===== config.mk =====
export PLATFORM = sky130hd
export DESIGN_NAME = sbsd_space_decoder
export DESIGN_NICKNAME = d
export VERILOG_FILES = /design/src/design/sbsd_sparse_be.v /design/src/design/sbsd_space_decoder.v
export VERILOG_INCLUDE_DIRS = /design/src /design/src/design
export SDC_FILE = /design/constraint.sdc
export NUM_CORES = 1
export LEC_CHECK = 0
export ABC_AREA = 1
export BUFFER_PORTS_ARGS = -buffer_cell sky130_fd_sc_hd__buf_2
export CORE_MARGIN = 2
export CORE_UTILIZATION = 44
export DETAILED_ROUTE_END_ITERATION = 12
export PLACE_DENSITY = 0.88
export SLEW_MARGIN = 20
export SYNTH_ARGS = -nofsm -noshare
export SYNTH_HDL_FRONTEND = slang
export SYNTH_SLANG_ARGS = --single-unit

===== constraint.sdc =====
create_clock -name clock -period 1.57 [get_ports clock]
set_clock_uncertainty 0.05 [all_clocks]
set_input_delay 0.3925 -clock clock [delete_from_list [all_inputs] [get_ports clock]]
set_output_delay 0.3925 -clock clock [all_outputs]
set_load 0.02 [all_outputs]

===== src/design/sbsd_defs.vh =====
// Purpose: constants for the system bus space decoder
// Assumes: 34-bit system address, PCI byte enables active low
// Notes: space codes are one-hot, one bit per decoded space
`ifndef SBSD_DEFS_VH
`define SBSD_DEFS_VH

// quadrant codes on address bits 33:32
`define SBSD_QUAD_CACHE 2'h0
`define SBSD_QUAD_LOCAL 2'h1
`define SBSD_QUAD_SPARSE 2'h2
`define SBSD_QUAD_DENSE 2'h3

// one-hot space select bit positions
`define SBSD_SP_CACHE 0
`define SBSD_SP_NONCACHE 1
`define SBSD_SP_MC_CSR 2
`define SBSD_SP_BR_CSR 3
`define SBSD_SP_IACK_SPC 4
`define SBSD_SP_SPARSE_IO 5
`define SBSD_SP_CONFIG 6
`define SBSD_SP_SPARSE_MEM 7
`define SBSD_SP_DENSE_MEM 8
`define SBSD_SP_W 9

// pci command codes
`define SBSD_CMD_IACK 4'h0
`define SBSD_CMD_SPECIAL 4'h1
`define SBSD_CMD_IO_RD 4'h2
`define SBSD_CMD_IO_WR 4'h3
`define SBSD_CMD_MEM_RD 4'h6
`define SBSD_CMD_MEM_WR 4'h7
`define SBSD_CMD_CFG_RD 4'ha
`define SBSD_CMD_CFG_WR 4'hb
`define SBSD_CMD_NONE 4'hf

// byte-enable values (active low)
`define SBSD_BE_NONE 4'hf
`define SBSD_BE_ALL 4'h0

// io space reserved low region: 256 KB = address bits 17:0
`define SBSD_IO_RSV_TOP 17

// decoder pipeline state codes
`define SBSD_ST_IDLE 2'h1
`define SBSD_ST_HOLD 2'h2

`endif


===== src/design/sbsd_sparse_be.v =====
// Purpose: sparse byte-enable encoder from system address bits 6:3
// Assumes: input taken as the low length/mask field of a sparse access
// Notes: illegal codes give no lanes and raise the illegal flag
`timescale 1ns/1ps
`default_nettype none
`include "sbsd_defs.vh"

module sbsd_sparse_be (
   // length and lane field
   input wire [3:0] len_lane,
   // encoded outputs
   output reg [3:0] byte_en_n,
   output reg [2:0] low_ad,
   output reg quad_len,
   output reg illegal
);

   // ********************************
   // lane decode
   // ********************************
   // map lane in 6:5 and length in 4:3 to active-low enables
   always @* begin
      byte_en_n = `SBSD_BE_NONE;
      low_ad = {1'b0, len_lane[3:2]};
      quad_len = 1'b0;
      illegal = 1'b0;
      case (len_lane)
         4'h0: byte_en_n = 4'he;
         4'h4: byte_en_n = 4'hd;
         4'h8: byte_en_n = 4'hb;
         4'hc: byte_en_n = 4'h7;
         4'h1: byte_en_n = 4'hc;
         4'h5: byte_en_n = 4'h9;
         4'h9: byte_en_n = 4'h3;
         4'h2: byte_en_n = 4'h8;
         4'h6: byte_en_n = 4'h1;
         4'h3: byte_en_n = `SBSD_BE_ALL;
         4'hf: begin
            byte_en_n = `SBSD_BE_ALL;
            low_ad = 3'h0;
            quad_len = 1'b1;
         end
         default: begin
            illegal = 1'b1;
            low_ad = 3'h0;
         end
      endcase
   end

endmodule // sbsd_sparse_be
`default_nettype wire


===== src/design/sbsd_space_decoder.v =====
// Purpose: decode the 34-bit system address into target spaces and pci commands
// Assumes: request qualifiers are synchronous and held for one cycle per access
// Notes: space select is combinational; the pci command group is registered
`timescale 1ns/1ps
`default_nettype none
`include "sbsd_defs.vh"

// Overview of operation
// - quadrant 00 is cacheable memory and the memory controller claims every access there.
// - quadrant 01 with bits 31:28 of 0xxx is noncacheable memory and skips the level-two cache.
// - quadrant 01 with 100x selects memory-controller registers, claimed always, data stream only.
// - quadrant 01 with 1010 selects bridge registers and the bridge claims every access there.
// - quadrant 01 with 1011 is claimed by the bridge; a read is interrupt acknowledge, a write special.
// - interrupt acknowledge takes byte enables from bits 6:3 by the sparse code and ignores bits 26:7.
// - a special-cycle write may carry any address and byte enables.
// - quadrant 01 with 110x is 16 MB of io space, data only, its low 256 KB kept for legacy devices.
// - quadrant 01 with 111x is configuration space, issued as configuration reads or writes.
// - quadrant 10 is sparse memory of 128 MB whose low bits carry byte masks and length.
// - sparse memory moves at most a quadword, fetches nothing extra and never prefetches.
// - quadrant 11 is 4 GB of dense memory, data only, where prefetch is allowed.
// - only cacheable and noncacheable memory accept instruction fetch and dma accesses.
// - generated pci byte enables are active low, zero marking a valid lane.
module sbsd_space_decoder (
   // clock and reset
   input wire clock,
   input wire srst,
   // processor side bus request
   input wire [33:0] system_address,
   input wire req_valid,
   input wire req_write,
   input wire req_istream,
   input wire req_dma,
   input wire longword_store_instruction,
   // combinational decode
   output wire [`SBSD_SP_W-1:0] space_sel,
   output wire mc_claim,
   output wire br_claim,
   output wire l2_bypass,
   output wire access_ok,
   // registered pci transaction
   output reg pci_valid_ff,
   output reg [3:0] pci_cmd_ff,
   output reg [31:0] pci_addr_ff,
   output reg [3:0] pci_be_n_ff,
   output reg pci_prefetch_ok_ff,
   output reg pci_quad_len_ff,
   output reg pci_io_legacy_ff,
   output reg pci_illegal_ff
);

   // ********************************
   // space decode
   // ********************************
   // quadrant and sub-space fields of the address
   wire [1:0] quad;
   wire [3:0] sub;
   reg [`SBSD_SP_W-1:0] sel;
   assign quad = system_address[33:32];
   assign sub = system_address[31:28];

   // one-hot select from bits 33:28 only
   always @* begin
      sel = {`SBSD_SP_W{1'b0}};
      case (quad)
         `SBSD_QUAD_CACHE: sel[`SBSD_SP_CACHE] = 1'b1;
         `SBSD_QUAD_SPARSE: sel[`SBSD_SP_SPARSE_MEM] = 1'b1;
         `SBSD_QUAD_DENSE: sel[`SBSD_SP_DENSE_MEM] = 1'b1;
         default: begin
            // quadrant 01 splits on bits 31:28; the else chain keeps one bit set
            if (!sub[3])
               sel[`SBSD_SP_NONCACHE] = 1'b1;
            else if (sub[2:1] == 2'h0)
               sel[`SBSD_SP_MC_CSR] = 1'b1;
            else if (sub[2:0] == 3'h2)
               sel[`SBSD_SP_BR_CSR] = 1'b1;
            else if (sub[2:0] == 3'h3)
               sel[`SBSD_SP_IACK_SPC] = 1'b1;
            else if (sub[2:1] == 2'h2)
               sel[`SBSD_SP_SPARSE_IO] = 1'b1;
            else
               sel[`SBSD_SP_CONFIG] = 1'b1;
         end
      endcase
   end
   assign space_sel = sel;

   // claims and cache bypass
   assign mc_claim = sel[`SBSD_SP_CACHE] | sel[`SBSD_SP_NONCACHE] |
                     sel[`SBSD_SP_MC_CSR];
   // no access goes unclaimed: the bridge takes what the controller leaves
   assign br_claim = ~mc_claim; // bridge owns every other space
   assign l2_bypass = sel[`SBSD_SP_NONCACHE];

   // ********************************
   // access permission
   // ********************************
   // refusal is combinational so the processor side sees it in the request cycle
   wire mem_space;
   wire stream_ok;
   wire store_ok;
   assign mem_space = sel[`SBSD_SP_CACHE] | sel[`SBSD_SP_NONCACHE];
   // istream and dma only into main memory spaces
   assign stream_ok = mem_space | (~req_istream & ~req_dma);
   // iack and special cycles need a longword store from the processor
   assign store_ok = ~sel[`SBSD_SP_IACK_SPC] | longword_store_instruction;
   // both checks must pass before a pci request is launched
   assign access_ok = stream_ok & store_ok;

   // ********************************
   // sparse byte enables
   // ********************************
   // one encoder serves interrupt acknowledge, sparse io, config and sparse memory
   wire [3:0] sp_be_n;
   wire [2:0] sp_low_ad;
   wire sp_quad;
   wire sp_illegal;

   sbsd_sparse_be u_be (
      .len_lane(system_address[6:3]),
      .byte_en_n(sp_be_n),
      .low_ad(sp_low_ad),
      .quad_len(sp_quad),
      .illegal(sp_illegal)
   );

   // ********************************
   // pci transaction build
   // ********************************
   // next values for the registered pci request
   reg [3:0] nxt_cmd;
   reg [31:0] nxt_addr;
   reg [3:0] nxt_be_n;
   reg nxt_pref;
   reg nxt_quad;
   reg nxt_legacy;
   reg nxt_illegal;
   // spaces that turn into a pci transaction
   wire to_pci;
   assign to_pci = sel[`SBSD_SP_IACK_SPC] | sel[`SBSD_SP_SPARSE_IO] |
                   sel[`SBSD_SP_CONFIG] | sel[`SBSD_SP_SPARSE_MEM] |
                   sel[`SBSD_SP_DENSE_MEM];

   // pick command, address, lanes and limits per space
   always @* begin
      nxt_cmd = `SBSD_CMD_NONE;
      nxt_addr = 32'h0;
      nxt_be_n = `SBSD_BE_NONE;
      nxt_pref = 1'b0;
      nxt_quad = 1'b0;
      nxt_legacy = 1'b0;
      nxt_illegal = 1'b0;
      // local spaces keep the idle command and no lanes
      if (sel[`SBSD_SP_IACK_SPC]) begin
         if (req_write) begin
            nxt_cmd = `SBSD_CMD_SPECIAL; // address and lanes left don't care
         end else begin
            nxt_cmd = `SBSD_CMD_IACK;
            nxt_be_n = sp_be_n; // bits 26:7 unused
            nxt_illegal = sp_illegal;
         end
      end else if (sel[`SBSD_SP_SPARSE_IO]) begin
         nxt_cmd = req_write ? `SBSD_CMD_IO_WR : `SBSD_CMD_IO_RD;
         nxt_addr = {8'h0, system_address[28:8], sp_low_ad};
         nxt_be_n = sp_be_n;
         nxt_quad = sp_quad;
         nxt_illegal = sp_illegal;
         // flag the fixed low 256 KB window kept for legacy devices
         nxt_legacy = (system_address[28:8] >> (`SBSD_IO_RSV_TOP - 2)) == 21'h0;
      end else if (sel[`SBSD_SP_CONFIG]) begin
         // primary bus layout: device 20:16, function 15:13, register 12:7
         nxt_cmd = req_write ? `SBSD_CMD_CFG_WR : `SBSD_CMD_CFG_RD;
         nxt_addr = {8'h0, system_address[28:21], system_address[20:16],
                     system_address[15:13], system_address[12:7], 2'h0};
         nxt_be_n = sp_be_n;
         nxt_illegal = sp_illegal;
      end else if (sel[`SBSD_SP_SPARSE_MEM]) begin
         nxt_cmd = req_write ? `SBSD_CMD_MEM_WR : `SBSD_CMD_MEM_RD;
         // low bits carry mask and length, not address
         nxt_addr = {5'h0, system_address[31:8], sp_low_ad};
         nxt_be_n = sp_be_n;
         nxt_quad = sp_quad; // at most one quadword
         nxt_pref = 1'b0; // never prefetch
         nxt_illegal = sp_illegal;
      end else if (sel[`SBSD_SP_DENSE_MEM]) begin
         nxt_cmd = req_write ? `SBSD_CMD_MEM_WR : `SBSD_CMD_MEM_RD;
         // dense reads may prefetch; writes move all lanes of the word
         nxt_addr = {system_address[31:3], 3'h0};
         nxt_be_n = `SBSD_BE_ALL;
         nxt_pref = ~req_write; // reads are side-effect free
      end
   end

   // ********************************
   // output registers
   // ********************************
   // one pci request per accepted access to a pci space
   always @(posedge clock) begin
      if (srst) begin
         // idle values: no request, no command and no lanes
         pci_valid_ff <= 1'b0;
         pci_cmd_ff <= `SBSD_CMD_NONE;
         pci_addr_ff <= 32'h0;
         pci_be_n_ff <= `SBSD_BE_NONE;
         pci_prefetch_ok_ff <= 1'b0;
         pci_quad_len_ff <= 1'b0;
         pci_io_legacy_ff <= 1'b0;
         pci_illegal_ff <= 1'b0;
      end else begin
         // a refused or local access never raises the request pulse
         pci_valid_ff <= req_valid & to_pci & access_ok;
         // other fields track the address each cycle; only the pulse qualifies them
         pci_cmd_ff <= nxt_cmd;
         pci_addr_ff <= nxt_addr;
         pci_be_n_ff <= nxt_be_n;
         pci_prefetch_ok_ff <= nxt_pref;
         pci_quad_len_ff <= nxt_quad;
         pci_io_legacy_ff <= nxt_legacy;
         pci_illegal_ff <= nxt_illegal;
      end
   end

endmodule // sbsd_space_decoder
`default_nettype wire


==> results by group, run 1 <==
Floorplan
  • Placeable Area: 3970 sq um
  • # IOs: just under 100
  • Cell Rows: 23
  • Die H: around 70 microns
  • Starting Density: 0.455
  • Total die area: ~4600 sq um
  • Die X: 68.1 microns

Routing
  • Drt first pass iters: 4
  • DR vias/cell: 4.85
  • WL per Instance: ~13 microns
  • Drt total wl: ~5300 microns
  • Detailed Route Iter0 Violations: 88
  • DRC Markers: 0
  • Antenna-violating nets left: 0
  • Vias: slightly above 2000

Layout
  • Register Area: ~900 sq um
  • Final Util: 0.700
  • Most frequent cells in the layout: buf_2, nand2_1, dfxtp_1
  • Layout area overhead: 54.0%
  • Layout cells sized above 1: 0.420
  • # fillers: 340
  • Ant. Diodes: 0
  • Fin nets: 416
  • Most common cell after layout, fill and taps aside: buf_2
  • Multi-input gate area: around 820 sq um

Pwr
  • Power Dens Cells: between 900 and 1000 nW/um^2
  • Worst VDD drop: around 0.47 mV
  • Leakage: roughly 1.5 nW

Flow run
  • Max Cap Viol: 0

STA
  • Relative max-transition margin: 0.766
  • Final setup margin: -0.0263 ns
  • Hold Vio Cnt, Final: 0
  • Slew at the pin with the worst max-slew slack: between 0.3 and 0.4 ns
  • Unrepaired setup endpoints after global routing: true
  • Min Tclk post-route: about 1.6 ns
  • Final worst-path cycle share: 1.02
  • Final setup violation count: 6
  • Slew Limit Fails: 0
  • Hold Slack: approximately 0.23 ns
  • F_max: ~630 MHz

Clocking
  • Root Buffer: clkbuf_8
  • Max Buffers Root-to-Sink: 2
  • # clock sinks: 45
  • H-tree Lvls: 2
  • TritonCTS Buffers: 5
  • CTS tree: yes
  • Worst-path clk slew: roughly 0.08 ns

Worst hold path
  • Worst min-delay path endpoint: pci_prefetch_ok_ff
  • Hold WC Path Type: in2reg
  • Hold Crit Start: req_write
  • Worst Hold Depth: 2

Place
  • Detail Placement HPWL: 3880 microns
  • Port Buffers: 95
  • Placer Congestion: between 0.8 and 0.9

Synthesis
  • Synth Instances: 250
  • Post-Syn Area: roughly 1800 sq um
  • Register area share after synthesis: 0.499
  • Mapped Nets: ~290
  • Syn Area/Cell: a little over 7 sq um
  • FF+latch count, synth: 45
  • Synth cell types: 20
  • Yosys warning count: 0

GRT
  • Largest net degree at the start of global routing: 22
  • Antenna violations before repair: 0
  • Vias in the first global route: ~1900
  • Grt ovf: 0
  • Total GRT Usage: 0.224
  • First-pass GRT wire length: 7830 microns

Critical path
  • CP Max Fanout: 4
  • CP startpoint kind: input port
  • Crit path capture type: primary output
  • Worst Path Arrival: about 1.2 ns
  • Max stage delay on crit path: about 0.14 ns
  • Worst path slowest cell: nor2_4
  • WP data required: 1.13 ns
  • Crit Path Category: in2out
  • Critical path cell sequence: buf_6 > inv_2 > nor2_4 > nand2_4 > nor2_4 > nand2_2 > nand2_2 > inv_2 > buf_6

Status
  • Run status: finished with violations
  • Failing checks: negative setup slack
[report_power, final]
part	internal, mW	switching [mW]
Clock	0.519	0.359
Sequential	1.19	0.0120
Combinational	0.197	0.305
Total	1.91	0.676
[final cells by class]
type,instances,share of cell area
Timing Repair Buffer,128,0.284
Clock inverter,1,0.0108
Clock buffer,7,0.0311
Multi-Input combinational cell,171,0.294
Tap cell,50,0.0225
Inverter,24,0.0342
Sequential cell,45,0.324
[sequential cells by signal (all words and copies together), names as in the netlist]
| register | cells |
|---|---|
| pci_io_legacy_ff | 1 |
| pci_cmd_ff | 4 |
| pci_prefetch_ok_ff | 1 |
| pci_quad_len_ff | 1 |
| pci_addr_ff | 32 |
| pci_valid_ff | 1 |
| pci_be_n_ff | 4 |
| pci_illegal_ff | 1 |
[cell families (layout without fill, tap and decap cells)]
group | after synthesis | count (layout) | share of synthesized area
flip-flops | 45 | 45 | 0.499
buffers and inverters | 34 | 160 | 0.0852
AND/OR/NAND/NOR | 150 | 150 | 0.356
AO/OA/AOI/OAI | 21 | 21 | 0.0603
[timing repair]
action / in CTS / in global routing
endpoints found under the setup margin: 7 / 10
resized for setup: 23 / 16
buffers inserted: 4 / 2
hold buffers: 0 / 0
pin swaps: 6 / 7
[how the worst max path moves through the flow]
stage,to,depth (start not counted),startpoint,slack [ns]
floorplan,br_claim,6,system_address[33],-0.03
global placement,access_ok,9,system_address[32],-0.1
detailed placement,br_claim,8,system_address[33],-0.16
CTS,br_claim,8,system_address[33],-0.02
global route,access_ok,9,system_address[32],-0.09
finish,access_ok,9,system_address[32],-0.03
[worst max-delay path, delay by kind of cell]
family / cells / cell delay [ns]
buf+inv: 4 / 0.31
simple gates: 5 / 0.47
[Yosys cell counts, drive strengths merged]
cell type | count | area share
a21oi | 7 | 0.019
buf | 7 | 0.029
clkbuf | 3 | 0.0062
dfxtp | 45 | 0.50
inv | 24 | 0.050
nand2 | 74 | 0.15
nand3 | 36 | 0.10
nand3b | 1 | 0.0042
nor2 | 34 | 0.082
nor3 | 2 | 0.0055
nor4 | 2 | 0.0069
o21ai | 14 | 0.041
or2 | 1 | 0.0035
[layer usage]
layer / GRT usage / up-vias / wire, microns
met2: 0.430 / 82 / 2840
met1: 0.231 / 938 / 2030
met3: 0.0477 / 12 / 334
met4: 0.0950 / 0 / 139
met5: 0 / - / 0
li1: - / 1036 / -
[metrics by stage]
stage	total power, mW	cell area, sq um	setup slack, ns	TNS [ns]	cells
floorplan	1.48	1820	-0.0337	-0.0337	250
global placement	1.68	2510	-0.0955	-0.818	412
detailed placement	1.69	2510	-0.156	-2.12	412
CTS	2.58	2720	-0.0173	-0.0446	424
global route	2.70	2780	-0.0911	-0.430	426
finish	2.58	2780	-0.0263	-0.0910	426
No activity file was read; power rests on OpenSTA's default activity.
==> run 2, diff against run 1 <==
--- a/config.mk
+++ b/config.mk
@@ -8,7 +8,7 @@
 export LEC_CHECK = 0
 export ABC_AREA = 1
 export BUFFER_PORTS_ARGS = -buffer_cell sky130_fd_sc_hd__buf_2
-export CORE_MARGIN = 2
+export CORE_MARGIN = 3
 export CORE_UTILIZATION = 44
 export DETAILED_ROUTE_END_ITERATION = 12
 export PLACE_DENSITY = 0.88
==> constraint.sdc (replaced) <==
create_clock -name clock -period 1.57 [get_ports clock]
set_clock_uncertainty 0.05 [all_clocks]
set_input_delay 0.3925 -clock clock [delete_from_list [all_inputs] [get_ports clock]]
set_output_delay 0.3925 -clock clock [all_outputs]
set_load 0.05 [all_outputs]
==> run 2 against run 1 <==
- the flow still finishes with violations (negative setup slack)
- die area is 6.0% higher
- fmax is 2.3% lower
- combinational power is 33% higher
==> results by group, run 2 (synthesis gave the netlist of run 1 again) <==
GRT
  • First-pass GRT wire length: about 8600 microns
  • Vias in the first global route: between 1500 and 2000
  • Largest net degree at the start of global routing: 22
  • Grt ovf: 0
  • Total GRT Usage: 0.217
  • Antenna violations before repair: 0

Worst hold path
  • Hold WC Path Type: in2reg

Routing
  • Top metal layer carrying routed signals: met4
  • Drt first pass iters: 5
  • DRC Markers: 0
  • Detailed Route Iter0 Violations: approximately 160
  • Vias: slightly above 2000
  • Met1 wire length: just over 2000 microns
  • Met3 routed WL: between 400 and 500 microns
  • WL per Instance: approximately 13 microns
  • Drt total wl: 5440 microns
  • DR WL met2: around 2800 microns
  • DR vias/cell: a little under 5
  • Antenna-violating nets left: 0

Floorplan
  • Total die area: about 4900 sq um
  • Die X: 70.1 microns
  • Die H: 70.1 microns
  • Cell Rows: 22
  • Placeable Area: 3800 sq um
  • Starting Density: 0.475
  • # IOs: a little under 100

Pwr
  • Design Power: approximately 2.9 mW
  • Switch share: 0.295
  • Power Dens Cells: just over 1000 nW/um^2
  • Power share of the sequential group: 0.419
  • Worst VDD drop: between 0.6 and 0.7 mV
  • Internal power: ~2.0 mW
  • Sw Pwr: 850 uW
  • Leakage: around 1.5 nW
  • Clock group share of total power: 0.350
  • Logic pwr share: 0.231

Layout
  • Ant. Diodes: 0
  • Most frequent cells in the layout: buf_2, nand2_1, dfxtp_1
  • Max reg flops: 32
  • Layout area overhead: 58.1%
  • Top reg by flops: pci_addr_ff
  • Layout cells sized above 1: 0.432
  • Top Registers: pci_addr_ff: 32 flops, pci_be_n_ff: 4 flops, pci_cmd_ff: 4 flops
  • Most common cell after layout, fill and taps aside: buf_2
  • Design area: between 2000 and 3000 sq um
  • Fin nets: just over 400

Clocking
  • Worst-path clk slew: about 0.070 ns
  • Cts hold-fix bufs: 0
  • Max Buffers Root-to-Sink: 2
  • TritonCTS Buffers: 5
  • H-tree Lvls: 2
  • # clock sinks: 45
  • CTS tree: yes
  • Root Buffer: clkbuf_8

Place
  • Detail Placement HPWL: 4030 microns
  • Post-Place Cell Area: between 2000 and 3000 sq um
  • Placer Congestion: around 0.87
  • Port Buffers: 95
  • Pre-CTS setup slack: -0.264 ns

STA
  • Hold Slack: around 0.24 ns
  • Unrepaired setup endpoints after global routing: true
  • F_max: approximately 610 MHz
  • Final worst-path cycle share: 1.04
  • Min Tclk post-route: roughly 1.6 ns
  • Sum Neg Setup Slack: -0.197 ns
  • Slew Limit Fails: 0
  • Hold Vio Cnt, Final: 0
  • Final setup violation count: 5
  • Slew at the pin with the worst max-slew slack: roughly 0.3 ns
  • Relative max-transition margin: 0.799
  • Final setup margin: -0.0639 ns

Critical path
  • Crit path capture type: primary output
  • CP Max Fanout: 4
  • CP startpoint kind: input port
  • WP data required: about 1.1 ns
  • Crit Path Category: in2out
  • Worst Path Arrival: roughly 1.2 ns

Status
  • Run status: finished with violations
  • Failing checks: negative setup slack

Flow run
  • Max Cap Viol: 0
[run 2: changes by cell type in the layout (fill, tap and decap cells not counted), moves of 2 or more]
| cell | before | now |
|---|---|---|
| nand2_2 | 5 | 3 |
| nor2_1 | 28 | 26 |
| inv_2 | 4 | 6 |
| buf_4 | 39 | 32 |
| inv_4 | 2 | 0 |
| inv_1 | 18 | 16 |
| clkbuf_4 | 0 | 3 |
| nor2_2 | 0 | 3 |
| buf_6 | 4 | 6 |
[run 2: through the flow]
step | utilization | cells
detailed placement | 0.674 | 412
global route | 0.751 | 423
floorplan | - | 250
finish | 0.751 | 423
CTS | 0.736 | 421
global placement | 0.674 | 412
[run 2: repair_timing]
item,4_1_cts,5_1_grt
gates resized for setup,33,16
gates cloned,0,0
setup buffers,1,2
pin swaps,6,7
setup endpoints to repair,12,10
[run 2: path summary, 6_finish.rpt]
kind / slack [ns] / cells after the start / from / end
max: -0.06 / 9 / system_address[32] / access_ok
min: 0.24 / 2 / req_write / pci_prefetch_ok_ff
[run 2: power by group through the flow]
stage	clock, mW	sequential (mW)	combinational (mW)
floorplan	0	1.42	0.220
global placement	0	1.23	0.611
detailed placement	0	1.23	0.620
CTS	1.02	1.21	0.652
global route	1.06	1.21	0.712
finish	1.01	1.21	0.666
[run 2: critical path, stage by stage]
cell     delay, ns
buf_12        0.10
inv_12        0.03
nor2_4        0.14
nand2_4       0.08
nor2_4        0.14
nand2_2       0.07
nand2_2       0.06
inv_2         0.03
buf_6         0.14
[run 2: cell type report]
cell class,instances,area (sq um)
fillers,291,945
flip-flops and latches,45,901
multi-input cells,171,841
repair buffers,127,811
inverters,24,108
clock buffers,5,68.8
clock inverters,3,65.1
well taps,48,60.1
[run 2: routing by layer]
layer | vias to the layer above | track usage
li1 | 1036 | -
met5 | - | 0
met4 | 0 | 0.0872
met3 | 15 | 0.0532
met2 | 122 | 0.401
met1 | 898 | 0.235
